`config.mk`:
```
export PLATFORM = sky130hd
export DESIGN_NAME = pltsup_top
export DESIGN_NICKNAME = d
export VERILOG_FILES = /design/src/pltsup_pkg.sv /design/src/pltsup_tick.sv /design/src/pltsup_top.sv
export VERILOG_INCLUDE_DIRS = /design/src
export SDC_FILE = /design/constraint.sdc
export NUM_CORES = 1
export LEC_CHECK = 0
export ABC_AREA = 1
export BUFFER_PORTS_ARGS = -buffer_cell sky130_fd_sc_hd__buf_4
export CAP_MARGIN = 20
export CORE_UTILIZATION = 30
export DETAILED_ROUTE_END_ITERATION = 8
export GPL_TIMING_DRIVEN = 1
export REMOVE_ABC_BUFFERS = 1
export SLEW_MARGIN = 20
export SYNTH_ARGS = -nofsm -noshare
export SYNTH_HDL_FRONTEND = slang
export SYNTH_SLANG_ARGS = --single-unit
```
`constraint.sdc`:
```
create_clock -name hclk -period 4.9 [get_ports hclk]
set_input_delay 0.245 -clock hclk [delete_from_list [all_inputs] [get_ports hclk]]
set_output_delay 0.245 -clock hclk [all_outputs]
set_load 0.005 [all_outputs]
```
`src/pltsup_params.svh`:
```
// Register offsets, field positions, reset values and timing counts of the panel link supervisor
`ifndef PLTSUP_PARAMS_SVH
`define PLTSUP_PARAMS_SVH

// ****************************************************************
// Register offsets (byte addresses)
// ****************************************************************
`define PLT_OFS_CTRL      8'h00
`define PLT_OFS_LIMIT     8'h04
`define PLT_OFS_PANEL     8'h08
`define PLT_OFS_PWD       8'h0C
`define PLT_OFS_UNLOCK    8'h10
`define PLT_OFS_STATUS    8'h14
`define PLT_OFS_IRQ_STAT  8'h18
`define PLT_OFS_IRQ_MASK  8'h1C
`define PLT_OFS_COUNT     8'h20

// ****************************************************************
// Reset values and ranges
// ****************************************************************
`define PLT_MODE_RST      2'h2
`define PLT_ACTION_RST    3'h1
`define PLT_LIMIT_RST     10'h003
`define PLT_LIMIT_MIN     10'h001
`define PLT_LIMIT_MAX     10'h3E7
`define PLT_BACKL_RST     4'hA
`define PLT_BACKL_MIN     4'h1
`define PLT_WEEKDAY_RST   3'h0
`define PLT_WEEKDAY_MAX   3'h6
`define PLT_PWD_RST       14'h0000
`define PLT_PWD_MAX       14'h270F
`define PLT_PWOPT_RST     2'h1

// ****************************************************************
// Field positions
// ****************************************************************
`define PLT_CTRL_MODE_LSB   0
`define PLT_CTRL_ACT_LSB    4
`define PLT_PANEL_BL_LSB    0
`define PLT_PANEL_WD_LSB    8
`define PLT_PANEL_PO_LSB    12
`define PLT_IRQ_TIMEOUT     0
`define PLT_IRQ_PWCHG       1
`define PLT_IRQ_RECOVER     2

// ****************************************************************
// Timing
// ****************************************************************
`define PLT_CLK_HZ        100000000
`define PLT_SECOND_NS     1000000000
`define PLT_CLK_NS        10
`define PLT_SEC_CYCLES    (`PLT_SECOND_NS / `PLT_CLK_NS)

`endif

```
`src/pltsup_pkg.sv`:
```
// Types shared by the panel link supervisor
package pltsup_pkg;
  typedef enum logic [1:0] {
    PLT_MODE_OFF   = 2'h0,
    PLT_MODE_FAULT = 2'h1,
    PLT_MODE_ALARM = 2'h2
  } pltsup_mode_e;

  typedef enum logic [2:0] {
    PLT_ACT_INDICATE = 3'h0,
    PLT_ACT_RAMP     = 3'h1,
    PLT_ACT_DISABLE  = 3'h2,
    PLT_ACT_LOCAL    = 3'h3,
    PLT_ACT_REMOTE   = 3'h4
  } pltsup_action_e;

  typedef enum logic [1:0] {
    PLT_PWOPT_OFF    = 2'h0,
    PLT_PWOPT_ON     = 2'h1,
    PLT_PWOPT_CHANGE = 2'h2
  } pltsup_pwopt_e;
endpackage

```
`src/pltsup_tick.sv`:
```
// Divider that gives a one-cycle pulse every DIV clock cycles
module pltsup_tick #(
  parameter int DIV = 100000000
) (
  // Clock and reset
  input  wire logic hclk,
  input  wire logic hresetn,
  // Restart and output pulse
  input  wire logic restart,
  output logic      tick
);
  localparam int W = (DIV > 1) ? $clog2(DIV) : 1;

  // Refused at elaboration: a divide by one leaves no count between pulses
  if (DIV < 2) begin : g_div_check
    $error("DIV must be at least 2");
  end

  logic [W-1:0] cnt_q;
  logic [W-1:0] cnt_d;

  always_comb begin
    cnt_d = cnt_q + W'(1);
    if (restart || cnt_q == W'(DIV - 1)) begin
      cnt_d = '0;
    end
  end

  always_ff @(posedge hclk or negedge hresetn) begin
    if (!hresetn) begin
      cnt_q <= '0;
    end else begin
      cnt_q <= cnt_d;
    end
  end

  assign tick = !restart && cnt_q == W'(DIV - 1);
endmodule

```
`src/pltsup_top.sv`:
```
// Panel link timeout supervisor with panel settings behind an AHB-Lite slave
//
// Notes on behaviour
// - Mode 0 off, 1 fault, 2 alarm; default 2
// - Alarm mode raises alarm and selected action in the same cycle
// - Action 0 indicates only; action default 1
// - Action 1 issues ramp stop command
// - Action 2 asserts general disable, motor coasts
// - Action 3 switches command source to local
// - Action 4 switches command source to remote
// - Timeout after limit seconds silent, 1..999, default 3
// - Backlight level 1..15, default 10
// - Weekday 0 Sunday to 6 Saturday, default 0
// - Password 0..9999, default 0, gates configuration
// - Password option 0 off, 1 on, 2 change
// - Option 2 opens new-password entry dialog
`include "pltsup_params.svh"
module pltsup_top
  import pltsup_pkg::*;
#(
  parameter int SEC_CYCLES = `PLT_SEC_CYCLES
) (
  // Clock and reset
  input  wire logic        hclk,
  input  wire logic        hresetn,
  // AHB-Lite slave
  input  wire logic        hsel,
  input  wire logic [7:0]  haddr,
  input  wire logic [1:0]  htrans,
  input  wire logic        hwrite,
  input  wire logic [2:0]  hsize,
  input  wire logic [31:0] hwdata,
  input  wire logic        hready,
  output logic [31:0]      hrdata,
  output logic             hreadyout,
  output logic             hresp,
  // Panel link and motor state
  input  wire logic        telegram_ok,
  input  wire logic        motor_running,
  // Actions toward sequencer and fault logic
  output logic             panel_timeout_fault_code,
  output logic             panel_timeout_alarm_code,
  output logic             ramp_stop_cmd,
  output logic             general_disable,
  output logic             local_command_source,
  output logic             remote_command_source,
  // Panel settings
  output logic [3:0]       backlight_level_setting,
  output logic [2:0]       weekday_setting,
  output logic             password_dialog,
  output logic             config_unlocked,
  // Interrupt
  output logic             irq
);
  // ****************************************************************
  // Bus address phase capture
  // ****************************************************************
  logic       wr_pend_q, wr_pend_d;
  logic       rd_pend_q, rd_pend_d;
  logic [7:0] addr_q, addr_d;
  logic       take;

  assign take = hsel && hready && htrans[1] && hsize == 3'h2;

  always_comb begin
    wr_pend_d = 1'b0;
    rd_pend_d = 1'b0;
    addr_d    = addr_q;
    if (hready) begin
      wr_pend_d = take && hwrite;
      rd_pend_d = take && !hwrite;
      if (take) begin
        addr_d = haddr;
      end
    end
  end

  always_ff @(posedge hclk or negedge hresetn) begin
    if (!hresetn) begin
      wr_pend_q <= 1'b0;
      rd_pend_q <= 1'b0;
      addr_q    <= 8'h00;
    end else begin
      wr_pend_q <= wr_pend_d;
      rd_pend_q <= rd_pend_d;
      addr_q    <= addr_d;
    end
  end

  assign hreadyout = 1'b1;
  assign hresp     = 1'b0;

  // ****************************************************************
  // Settings registers
  // ****************************************************************
  pltsup_mode_e   mode_q, mode_d;
  pltsup_action_e action_q, action_d;
  logic [9:0]     limit_q, limit_d;
  logic [3:0]     backl_q, backl_d;
  logic [2:0]     wday_q, wday_d;
  logic [13:0]    pwd_q, pwd_d;
  pltsup_pwopt_e  pwopt_q, pwopt_d;
  logic           unlock_q, unlock_d;
  logic [2:0]     ist_q, ist_d;
  logic [2:0]     imask_q, imask_d;
  logic           wr_ok;
  logic           wr_cfg;
  logic           pwchg_ev;

  logic [1:0]  w_mode;
  logic [2:0]  w_act;
  logic [9:0]  w_lim;
  logic [3:0]  w_bl;
  logic [2:0]  w_wd;
  logic [1:0]  w_po;
  logic [13:0] w_pw;

  assign w_mode = hwdata[`PLT_CTRL_MODE_LSB +: 2];
  assign w_act  = hwdata[`PLT_CTRL_ACT_LSB +: 3];
  assign w_lim  = hwdata[9:0];
  assign w_bl   = hwdata[`PLT_PANEL_BL_LSB +: 4];
  assign w_wd   = hwdata[`PLT_PANEL_WD_LSB +: 3];
  assign w_po   = hwdata[`PLT_PANEL_PO_LSB +: 2];
  assign w_pw   = hwdata[13:0];

  // Config writes need protection off or a matching password entry
  assign wr_ok  = wr_pend_q;
  assign wr_cfg = wr_ok && (pwopt_q == PLT_PWOPT_OFF || unlock_q);

  logic timeout_ev;
  logic recover_ev;

  always_comb begin
    mode_d   = mode_q;
    action_d = action_q;
    limit_d  = limit_q;
    backl_d  = backl_q;
    wday_d   = wday_q;
    pwd_d    = pwd_q;
    pwopt_d  = pwopt_q;
    unlock_d = unlock_q;
    imask_d  = imask_q;
    pwchg_ev = 1'b0;
    if (wr_cfg && addr_q == `PLT_OFS_CTRL && !motor_running) begin
      if (w_mode <= 2'h2) begin
        mode_d = pltsup_mode_e'(w_mode);
      end
      if (w_act <= 3'h4) begin
        action_d = pltsup_action_e'(w_act);
      end
    end
    if (wr_cfg && addr_q == `PLT_OFS_LIMIT &&
        w_lim >= `PLT_LIMIT_MIN && w_lim <= `PLT_LIMIT_MAX) begin
      limit_d = w_lim;
    end
    if (wr_cfg && addr_q == `PLT_OFS_PANEL) begin
      if (w_bl >= `PLT_BACKL_MIN) begin
        backl_d = w_bl;
      end
      if (w_wd <= `PLT_WEEKDAY_MAX) begin
        wday_d = w_wd;
      end
      if (w_po <= 2'h2) begin
        pwopt_d = pltsup_pwopt_e'(w_po);
      end
    end
    // New password taken only while the change dialog is open
    if (wr_cfg && addr_q == `PLT_OFS_PWD && pwopt_q == PLT_PWOPT_CHANGE &&
        w_pw <= `PLT_PWD_MAX) begin
      pwd_d    = w_pw;
      pwopt_d  = PLT_PWOPT_ON;
      pwchg_ev = 1'b1;
    end
    // Entry register: match unlocks, anything else locks again
    if (wr_ok && addr_q == `PLT_OFS_UNLOCK) begin
      unlock_d = (w_pw == pwd_q);
    end
    if (wr_ok && addr_q == `PLT_OFS_IRQ_MASK) begin
      imask_d = hwdata[2:0];
    end
    // Hardware set wins over write-one-to-clear
    ist_d = ist_q;
    if (wr_ok && addr_q == `PLT_OFS_IRQ_STAT) begin
      ist_d = ist_q & ~hwdata[2:0];
    end
    ist_d[`PLT_IRQ_TIMEOUT] = ist_d[`PLT_IRQ_TIMEOUT] | timeout_ev;
    ist_d[`PLT_IRQ_PWCHG]   = ist_d[`PLT_IRQ_PWCHG] | pwchg_ev;
    ist_d[`PLT_IRQ_RECOVER] = ist_d[`PLT_IRQ_RECOVER] | recover_ev;
  end

  always_ff @(posedge hclk or negedge hresetn) begin
    if (!hresetn) begin
      mode_q   <= pltsup_mode_e'(`PLT_MODE_RST);
      action_q <= pltsup_action_e'(`PLT_ACTION_RST);
      limit_q  <= `PLT_LIMIT_RST;
      backl_q  <= `PLT_BACKL_RST;
      wday_q   <= `PLT_WEEKDAY_RST;
      pwd_q    <= `PLT_PWD_RST;
      pwopt_q  <= pltsup_pwopt_e'(`PLT_PWOPT_RST);
      unlock_q <= 1'b0;
      ist_q    <= 3'h0;
      imask_q  <= 3'h0;
    end else begin
      mode_q   <= mode_d;
      action_q <= action_d;
      limit_q  <= limit_d;
      backl_q  <= backl_d;
      wday_q   <= wday_d;
      pwd_q    <= pwd_d;
      pwopt_q  <= pwopt_d;
      unlock_q <= unlock_d;
      ist_q    <= ist_d;
      imask_q  <= imask_d;
    end
  end

  // ****************************************************************
  // Timeout counter
  // ****************************************************************
  logic       sec_tick;
  logic [9:0] secs_q, secs_d;
  logic       tout_q, tout_d;

  pltsup_tick #(
    .DIV (SEC_CYCLES)
  ) u_tick (
    .hclk    (hclk),
    .hresetn (hresetn),
    .restart (telegram_ok),
    .tick    (sec_tick)
  );

  // Counting stops at the limit so the event cannot repeat until a telegram
  always_comb begin
    secs_d     = secs_q;
    tout_d     = tout_q;
    timeout_ev = 1'b0;
    recover_ev = 1'b0;
    if (telegram_ok) begin
      secs_d     = 10'h000;
      tout_d     = 1'b0;
      recover_ev = tout_q;
    end else if (sec_tick && !tout_q) begin
      secs_d = secs_q + 10'h001;
      if (secs_d >= limit_q) begin
        tout_d     = 1'b1;
        timeout_ev = 1'b1;
      end
    end
  end

  always_ff @(posedge hclk or negedge hresetn) begin
    if (!hresetn) begin
      secs_q <= 10'h000;
      tout_q <= 1'b0;
    end else begin
      secs_q <= secs_d;
      tout_q <= tout_d;
    end
  end

  // ****************************************************************
  // Action decode
  // ****************************************************************
  logic alarm_on;
  logic fault_q, alarm_q, ramp_q, dis_q, loc_q, rem_q;

  assign alarm_on = tout_q && mode_q == PLT_MODE_ALARM;

  always_ff @(posedge hclk or negedge hresetn) begin
    if (!hresetn) begin
      fault_q <= 1'b0;
      alarm_q <= 1'b0;
      ramp_q  <= 1'b0;
      dis_q   <= 1'b0;
      loc_q   <= 1'b0;
      rem_q   <= 1'b0;
    end else begin
      fault_q <= tout_q && mode_q == PLT_MODE_FAULT;
      alarm_q <= alarm_on;
      ramp_q  <= alarm_on && action_q == PLT_ACT_RAMP;
      dis_q   <= alarm_on && action_q == PLT_ACT_DISABLE;
      loc_q   <= alarm_on && action_q == PLT_ACT_LOCAL;
      rem_q   <= alarm_on && action_q == PLT_ACT_REMOTE;
    end
  end

  assign panel_timeout_fault_code = fault_q;
  assign panel_timeout_alarm_code = alarm_q;
  assign ramp_stop_cmd            = ramp_q;
  assign general_disable          = dis_q;
  assign local_command_source     = loc_q;
  assign remote_command_source    = rem_q;
  assign backlight_level_setting  = backl_q;
  assign weekday_setting          = wday_q;
  assign password_dialog          = pwopt_q == PLT_PWOPT_CHANGE;
  assign config_unlocked          = pwopt_q == PLT_PWOPT_OFF || unlock_q;
  assign irq                      = |(ist_q & imask_q);

  // ****************************************************************
  // Read data
  // ****************************************************************
  logic [31:0] rdata_q, rdata_d;

  always_comb begin
    rdata_d = 32'h00000000;
    if (take && !hwrite) begin
      case (haddr)
        `PLT_OFS_CTRL:     rdata_d = {25'h0, action_q, 2'h0, mode_q};
        `PLT_OFS_LIMIT:    rdata_d = {22'h0, limit_q};
        `PLT_OFS_PANEL:    rdata_d = {18'h0, pwopt_q, 1'b0, wday_q, 4'h0, backl_q};
        `PLT_OFS_UNLOCK:   rdata_d = {31'h0, unlock_q};
        `PLT_OFS_STATUS:   rdata_d = {26'h0, rem_q, loc_q, dis_q, ramp_q, alarm_q, fault_q};
        `PLT_OFS_IRQ_STAT: rdata_d = {29'h0, ist_q};
        `PLT_OFS_IRQ_MASK: rdata_d = {29'h0, imask_q};
        `PLT_OFS_COUNT:    rdata_d = {21'h0, tout_q, secs_q};
        default:           rdata_d = 32'h00000000;
      endcase
    end
  end

  always_ff @(posedge hclk or negedge hresetn) begin
    if (!hresetn) begin
      rdata_q <= 32'h00000000;
    end else begin
      rdata_q <= rdata_d;
    end
  end

  assign hrdata = rdata_q;
endmodule

```
After elaboration in Yosys (flattened, before gate mapping)
Cells that the tools add are included.
{ "totals": {"regBits": 130, "input_bits": 52} }
{ "op_classes": {"n_addsub": 2, "order_cmp": 9, "eq_ne": 23, "n_mux": 18, "n_bitwise": 6, "n_reduce_logical": 47} }
{ "ops": {"columns": ["op", "count"], "rows": [
  ["14-bit one-hot mux with 8 select lines", 1],
  ["8-bit by 5-bit equality test with 1-bit output, second input constant", 7],
  ["27-bit by 1-bit adder with 27-bit output, second input constant", 1],
  ["27-bit equality test, second input constant", 1],
  ["27-bit two-way mux", 1],
  ["1-bit logical AND", 26],
  ["8-bit by 4-bit equality test with 1-bit output, second input constant", 3],
  ["10-bit two-way mux", 2],
  ["8-bit by 3-bit equality test with 1-bit output, second input constant", 2],
  ["8-bit logical NOT", 2],
  ["14-bit equality test", 1],
  ["14-bit less-or-equal comparator, second input constant", 1],
  ["14-bit two-way mux", 1],
  ["2-bit AND reduction", 7],
  ["10-bit by 1-bit adder with 10-bit output, second input constant", 1],
  ["10-bit by 1-bit >= comparator with 1-bit output, second input constant", 1],
  ["10-bit >= comparator", 1],
  ["10-bit less-or-equal comparator, second input constant", 1],
  ["3-bit by 2-bit equality test with 1-bit output, second input constant", 3],
  ["1-bit two-way mux", 9],
  ["8-bit by 6-bit equality test with 1-bit output, second input constant", 1],
  ["2-bit nonzero test", 4],
  ["3-bit AND", 2],
  ["3-bit less-or-equal comparator, second input constant", 2],
  ["14 further kinds", 24]
]} }

Depth between registers and ports, before layout
{ "logic_depth": {"word_depth": 8, "ltp_mapped": 14, "mapped_depth_nobuf": 14} }

Cells and area by module
From an unflattened synthesis, not the netlist that was laid out.
{ "hier_totals": {"hier_cells": 863, "area_unflattened_um2": 6428.7} }
{ "by_module_without_submodules": {"columns": ["module", "instances", "cells_each", "area_per_inst_um2"], "rows": [
  ["pltsup_top", 1, 630, 4824.6],
  ["pltsup_tick", 1, 233, 1604.0]
]} }

Least setup slack after synthesis
Ideal clock, no wire load.
{ "synth_path": {"path_kind": "register to register", "start": "reg secs_q[0]", "end": "reg tout_q", "setup_time_ps": 66, "t_arrival_ps": 1760, "required_ps": 4834, "path_slack_ps": 3075, "stages_incl_launch_ff": 13, "n_path_buf": 0, "cell_sequence": "dfrtp_1 -> ha_1 -> nand2_1 -> nor2_1 -> nand3_1 -> xor2_1 -> ha_1 -> nand2_1 -> nor2_1 -> nand3_1 -> nand3_1 -> nand3_1 -> nand2_1"} }
{ "synth_between": {"elab_chain_len": 4} }
{ "synth_rtl": {"columns": ["item", "line", "source"], "rows": [
  ["start, declared", "pltsup_top.sv:221", "logic [9:0] secs_q, secs_d;"],
  ["start signal, assigned", "pltsup_top.sv:257", "secs_q <= secs_d;"],
  ["10-bit by 1-bit adder with 10-bit output", "pltsup_top.sv:244", "secs_d = secs_q + 10'h001;"],
  ["10-bit >= comparator", "pltsup_top.sv:245", "if (secs_d >= limit_q) begin"],
  ["2-bit nonzero test (no line)", null, null],
  ["2-bit AND reduction (no line)", null, null],
  ["end signal, assigned", "pltsup_top.sv:258", "tout_q <= tout_d;"],
  ["end, declared", "pltsup_top.sv:222", "logic tout_q, tout_d;"]
]} }
Every way passes these cells.
A chain may end at the register's enable or synchronous reset.

Worst setup path in the final report
Same ends and word-level chain as after synthesis.

==> key figures <==
STA
  • RSZ-0062 raised after global routing: false
  • Final hold vios: 0
  • Final Skew: 0.0111 ns
  • Final Max Tran Viols: 0
  • Fin crit share: 44.7%
  • Final Critical Period: 2.19 ns
  • Relative slew slack: 41.4%
  • Final setup vio count: 0
  • Worst slew pin tran: 0.876 ns
  • Achievable Freq: 0.457 GHz
  • Final worst setup slack: 2.71 ns
  • Fin Setup TNS: 0 ns

Die
  • Die Wd: 148 um
  • DIE AREA: 21900 um^2
  • Core ar.: 21000 um^2
  • Initial Util: 30.5%
  • Row count: 53
  • Die Height: 148 um
  • # IOs: 102

Cells and area
  • Reg area: 2790 um^2
  • Area of the multi-input gates: 3050 um^2
  • Design Area, Final: 7370 um^2
  • Nets: 999
  • FILL cells: 2283
  • Diode count: 0
  • P&R area growth vs syn: 15.4%
  • Layout cells sized above 1: 11.6%
  • Most frequent cells in the layout: 253 x nand2_1, 139 x nor2_1, 104 x dfrtp_1
  • Commonest non-fill, non-tap cell in the layout: nand2_1

Drt
  • Drt total wl: 15.8 mm
  • Detailed-route wire length per cell: 13.0 um
  • Pre-antenna DRT Iters: 5
  • Via/cell ratio: 4.55
  • Drt drc: 0
  • Initial DRC Count: 273
  • Detail Route Antenna Nets: 0
  • Vias: 5526

Synthesis
  • Post-synth EDFFs: 0
  • Post-Syn Instances: 876
  • Yosys cell types: 35
  • Post-synth ARST share: 100%
  • Mapped Avg Cell Area: 7.29 um^2
  • #FFs+latches synth: 111
  • Yosys warning total: 0
  • Post-Syn Area: 6390 um^2
  • Ys flop type: dfrtp_1
  • Seq/Total Area, Yosys: 43.6%

Power and ir drop
  • Power Internal: 0.00145 W
  • Lkg Pwr: 3.57 nW
  • Clock Power Share: 42.6%
  • Gate power share: 7.8%
  • Switch Pwr: 0.000482 W
  • Switching share of power: 25.0%
  • Maximum VDD drop: 0.152 mV
  • Flop pwr share: 49.6%
  • Pwr/cell area: 262 nW/um^2

Critical path
  • CP max stage delay: 0.46 ns
  • Buf/Inv on CP: 0
  • Crit Path Class: reg -> reg
  • CP most frequent cell: nand3_1
  • Crit-path max FO: 6
  • Cell Chain, Critical Path: ha_1 > nand2_1 > nor2_1 > nand3_1 > xor2_1 > ha_1 > nand2_1 > nor2_1 > nand3_1 > nand3_1 > nand3_1 > nand2_1
  • CP Capture Type: flip-flop
  • Arrival time at the worst endpoint: 2.48 ns
  • Crit start category: flip-flop
  • Critical Path RT: 5.19 ns
  • Master of the slowest instance on the critical path: dfrtp_1
  • Top cell family by delay on the critical path: simple AND/OR/NAND/NOR gates

Clock network
  • CTS max path bufs: 2
  • CTS resizes: 0
  • CTS sink cnt: 111
  • CTS buffer count: 9
  • TritonCTS clock tree: done
  • Clock transition at path regs: 0.08 ns
  • Worst skew pair latency: 0.37 ns
  • Root Buffer: clkbuf_16
  • CTS HTree Levels: 3
  • Cts hold-fix bufs: 1
  • Post-CTS Setup Repair Bufs: 0

Placed design
  • Final Wtd Congestion: 0.865
  • Placement Cell Area: 7030 um^2
  • DP Worst Slack: 2.72 ns
  • Port Buffer Count: 61
  • Hpwl dp: 11.9 mm

Global route
  • Vias in the first global route: 5237
  • Largest net degree at the start of global routing: 62
  • Initial antenna violation count: 0
  • First-pass GRT wire length: 26.4 mm
  • GRT overflow: 0
  • Gr usage total: 15.3%

Run status
  • Outcome: finished, final reports clean

Min path
  • Hold WC Path Type: in -> reg

Job
  • Max-Cap Viols: 0
-- registers in the layout, indices dropped and copies added (netlist names), 2 cells and up --
register                 cells
secs_q                      10
limit_q                     10
hrdata                      13
action_q                     3
u_tick.cnt_q                27
imask_q                      3
pwd_q                       14
weekday_setting              3
addr_q                       8
ist_q                        3
backlight_level_setting      4
mode_q                       2
pwopt_q                      2
-- final cells by class --
type	count	share of cell area (%)
multi-input cells	647	41.3
well taps	275	4.67
clock buffers	10	3.11
inverters	102	5.21
flip-flops and latches	111	37.8
repair buffers	64	6.55
clock inverters	6	1.36
-- metal layers --
layer | global-route usage, % | wire [um]
met4 | 5.00 | 261
met2 | 25.5 | 7610
met1 | 19.8 | 7350
met3 | 3.18 | 565
met5 | 0 | 0
-- cells by family after synthesis --
kind of cell | after synthesis | share of synthesized area, %
and+or+nand+nor | 519 | 34.1
buffers and inverters | 137 | 9.83
DFF | 111 | 43.6
AOI/OAI and AO/OA | 64 | 5.76
xor gates and xnor gates | 31 | 4.25
adders and majority gates | 12 | 2.35
other | 2 | 0.118
-- stage by stage --
step	utilization, %	power, W	hold slack, ns	cells
2_1_floorplan	-	0.00105	-0.0506	860
3_3_place_gp	33.6	0.00112	0.322	1198
3_5_place_dp	33.6	0.00112	0.326	1198
4_1_cts	35.2	0.00196	0.0563	1215
5_1_grt	35.2	0.00202	0.0610	1215
6_report	35.2	0.00193	0.0731	1215
-- synth_stat cells, types with 7 or more instances --
library cell	number	area share [%]
xor2_1	22	3.0
buf_4	22	2.6
dfrtp_1	104	41
o21ai_1	8	0.63
dfstp_2	7	2.9
nand2_1	253	15
xnor2_1	9	1.2
o21ai_0	32	2.5
ha_1	12	2.4
inv_1	100	5.9
nand4_1	10	0.98
nor3_1	9	0.71
nor2_1	139	8.2
a21oi_1	13	1.0
nand3_1	87	6.8
-- power groups by stage --
| stage | Sequential, W | Clock, W | Combinational (W) |
|---|---|---|---|
| after detailed placement | 0.000974 | 0 | 0.000150 |
| after global placement | 0.000974 | 0 | 0.000148 |
| final | 0.000957 | 0.000822 | 0.000150 |
| after global routing | 0.000960 | 0.000885 | 0.000173 |
| after floorplan | 0.000969 | 0 | 0.0000766 |
| after CTS | 0.000957 | 0.000849 | 0.000152 |
-- path summary, 6_finish.rpt --
kind	from	end	slack (ns)	depth (start not counted)
hold / removal	hwrite	hrdata[13]	0.07	2
max in group asynchronous	hresetn	limit_q[5]	3.21	3
min in group asynchronous	hresetn	u_tick.cnt_q[1]	0.45	2
setup / recovery	secs_q[0]	tout_q	2.71	12
hold reg to reg	limit_q[5]	limit_q[5]	0.47	2
setup reg to reg	secs_q[0]	tout_q	2.71	12
(Power assumes the default switching activity.)
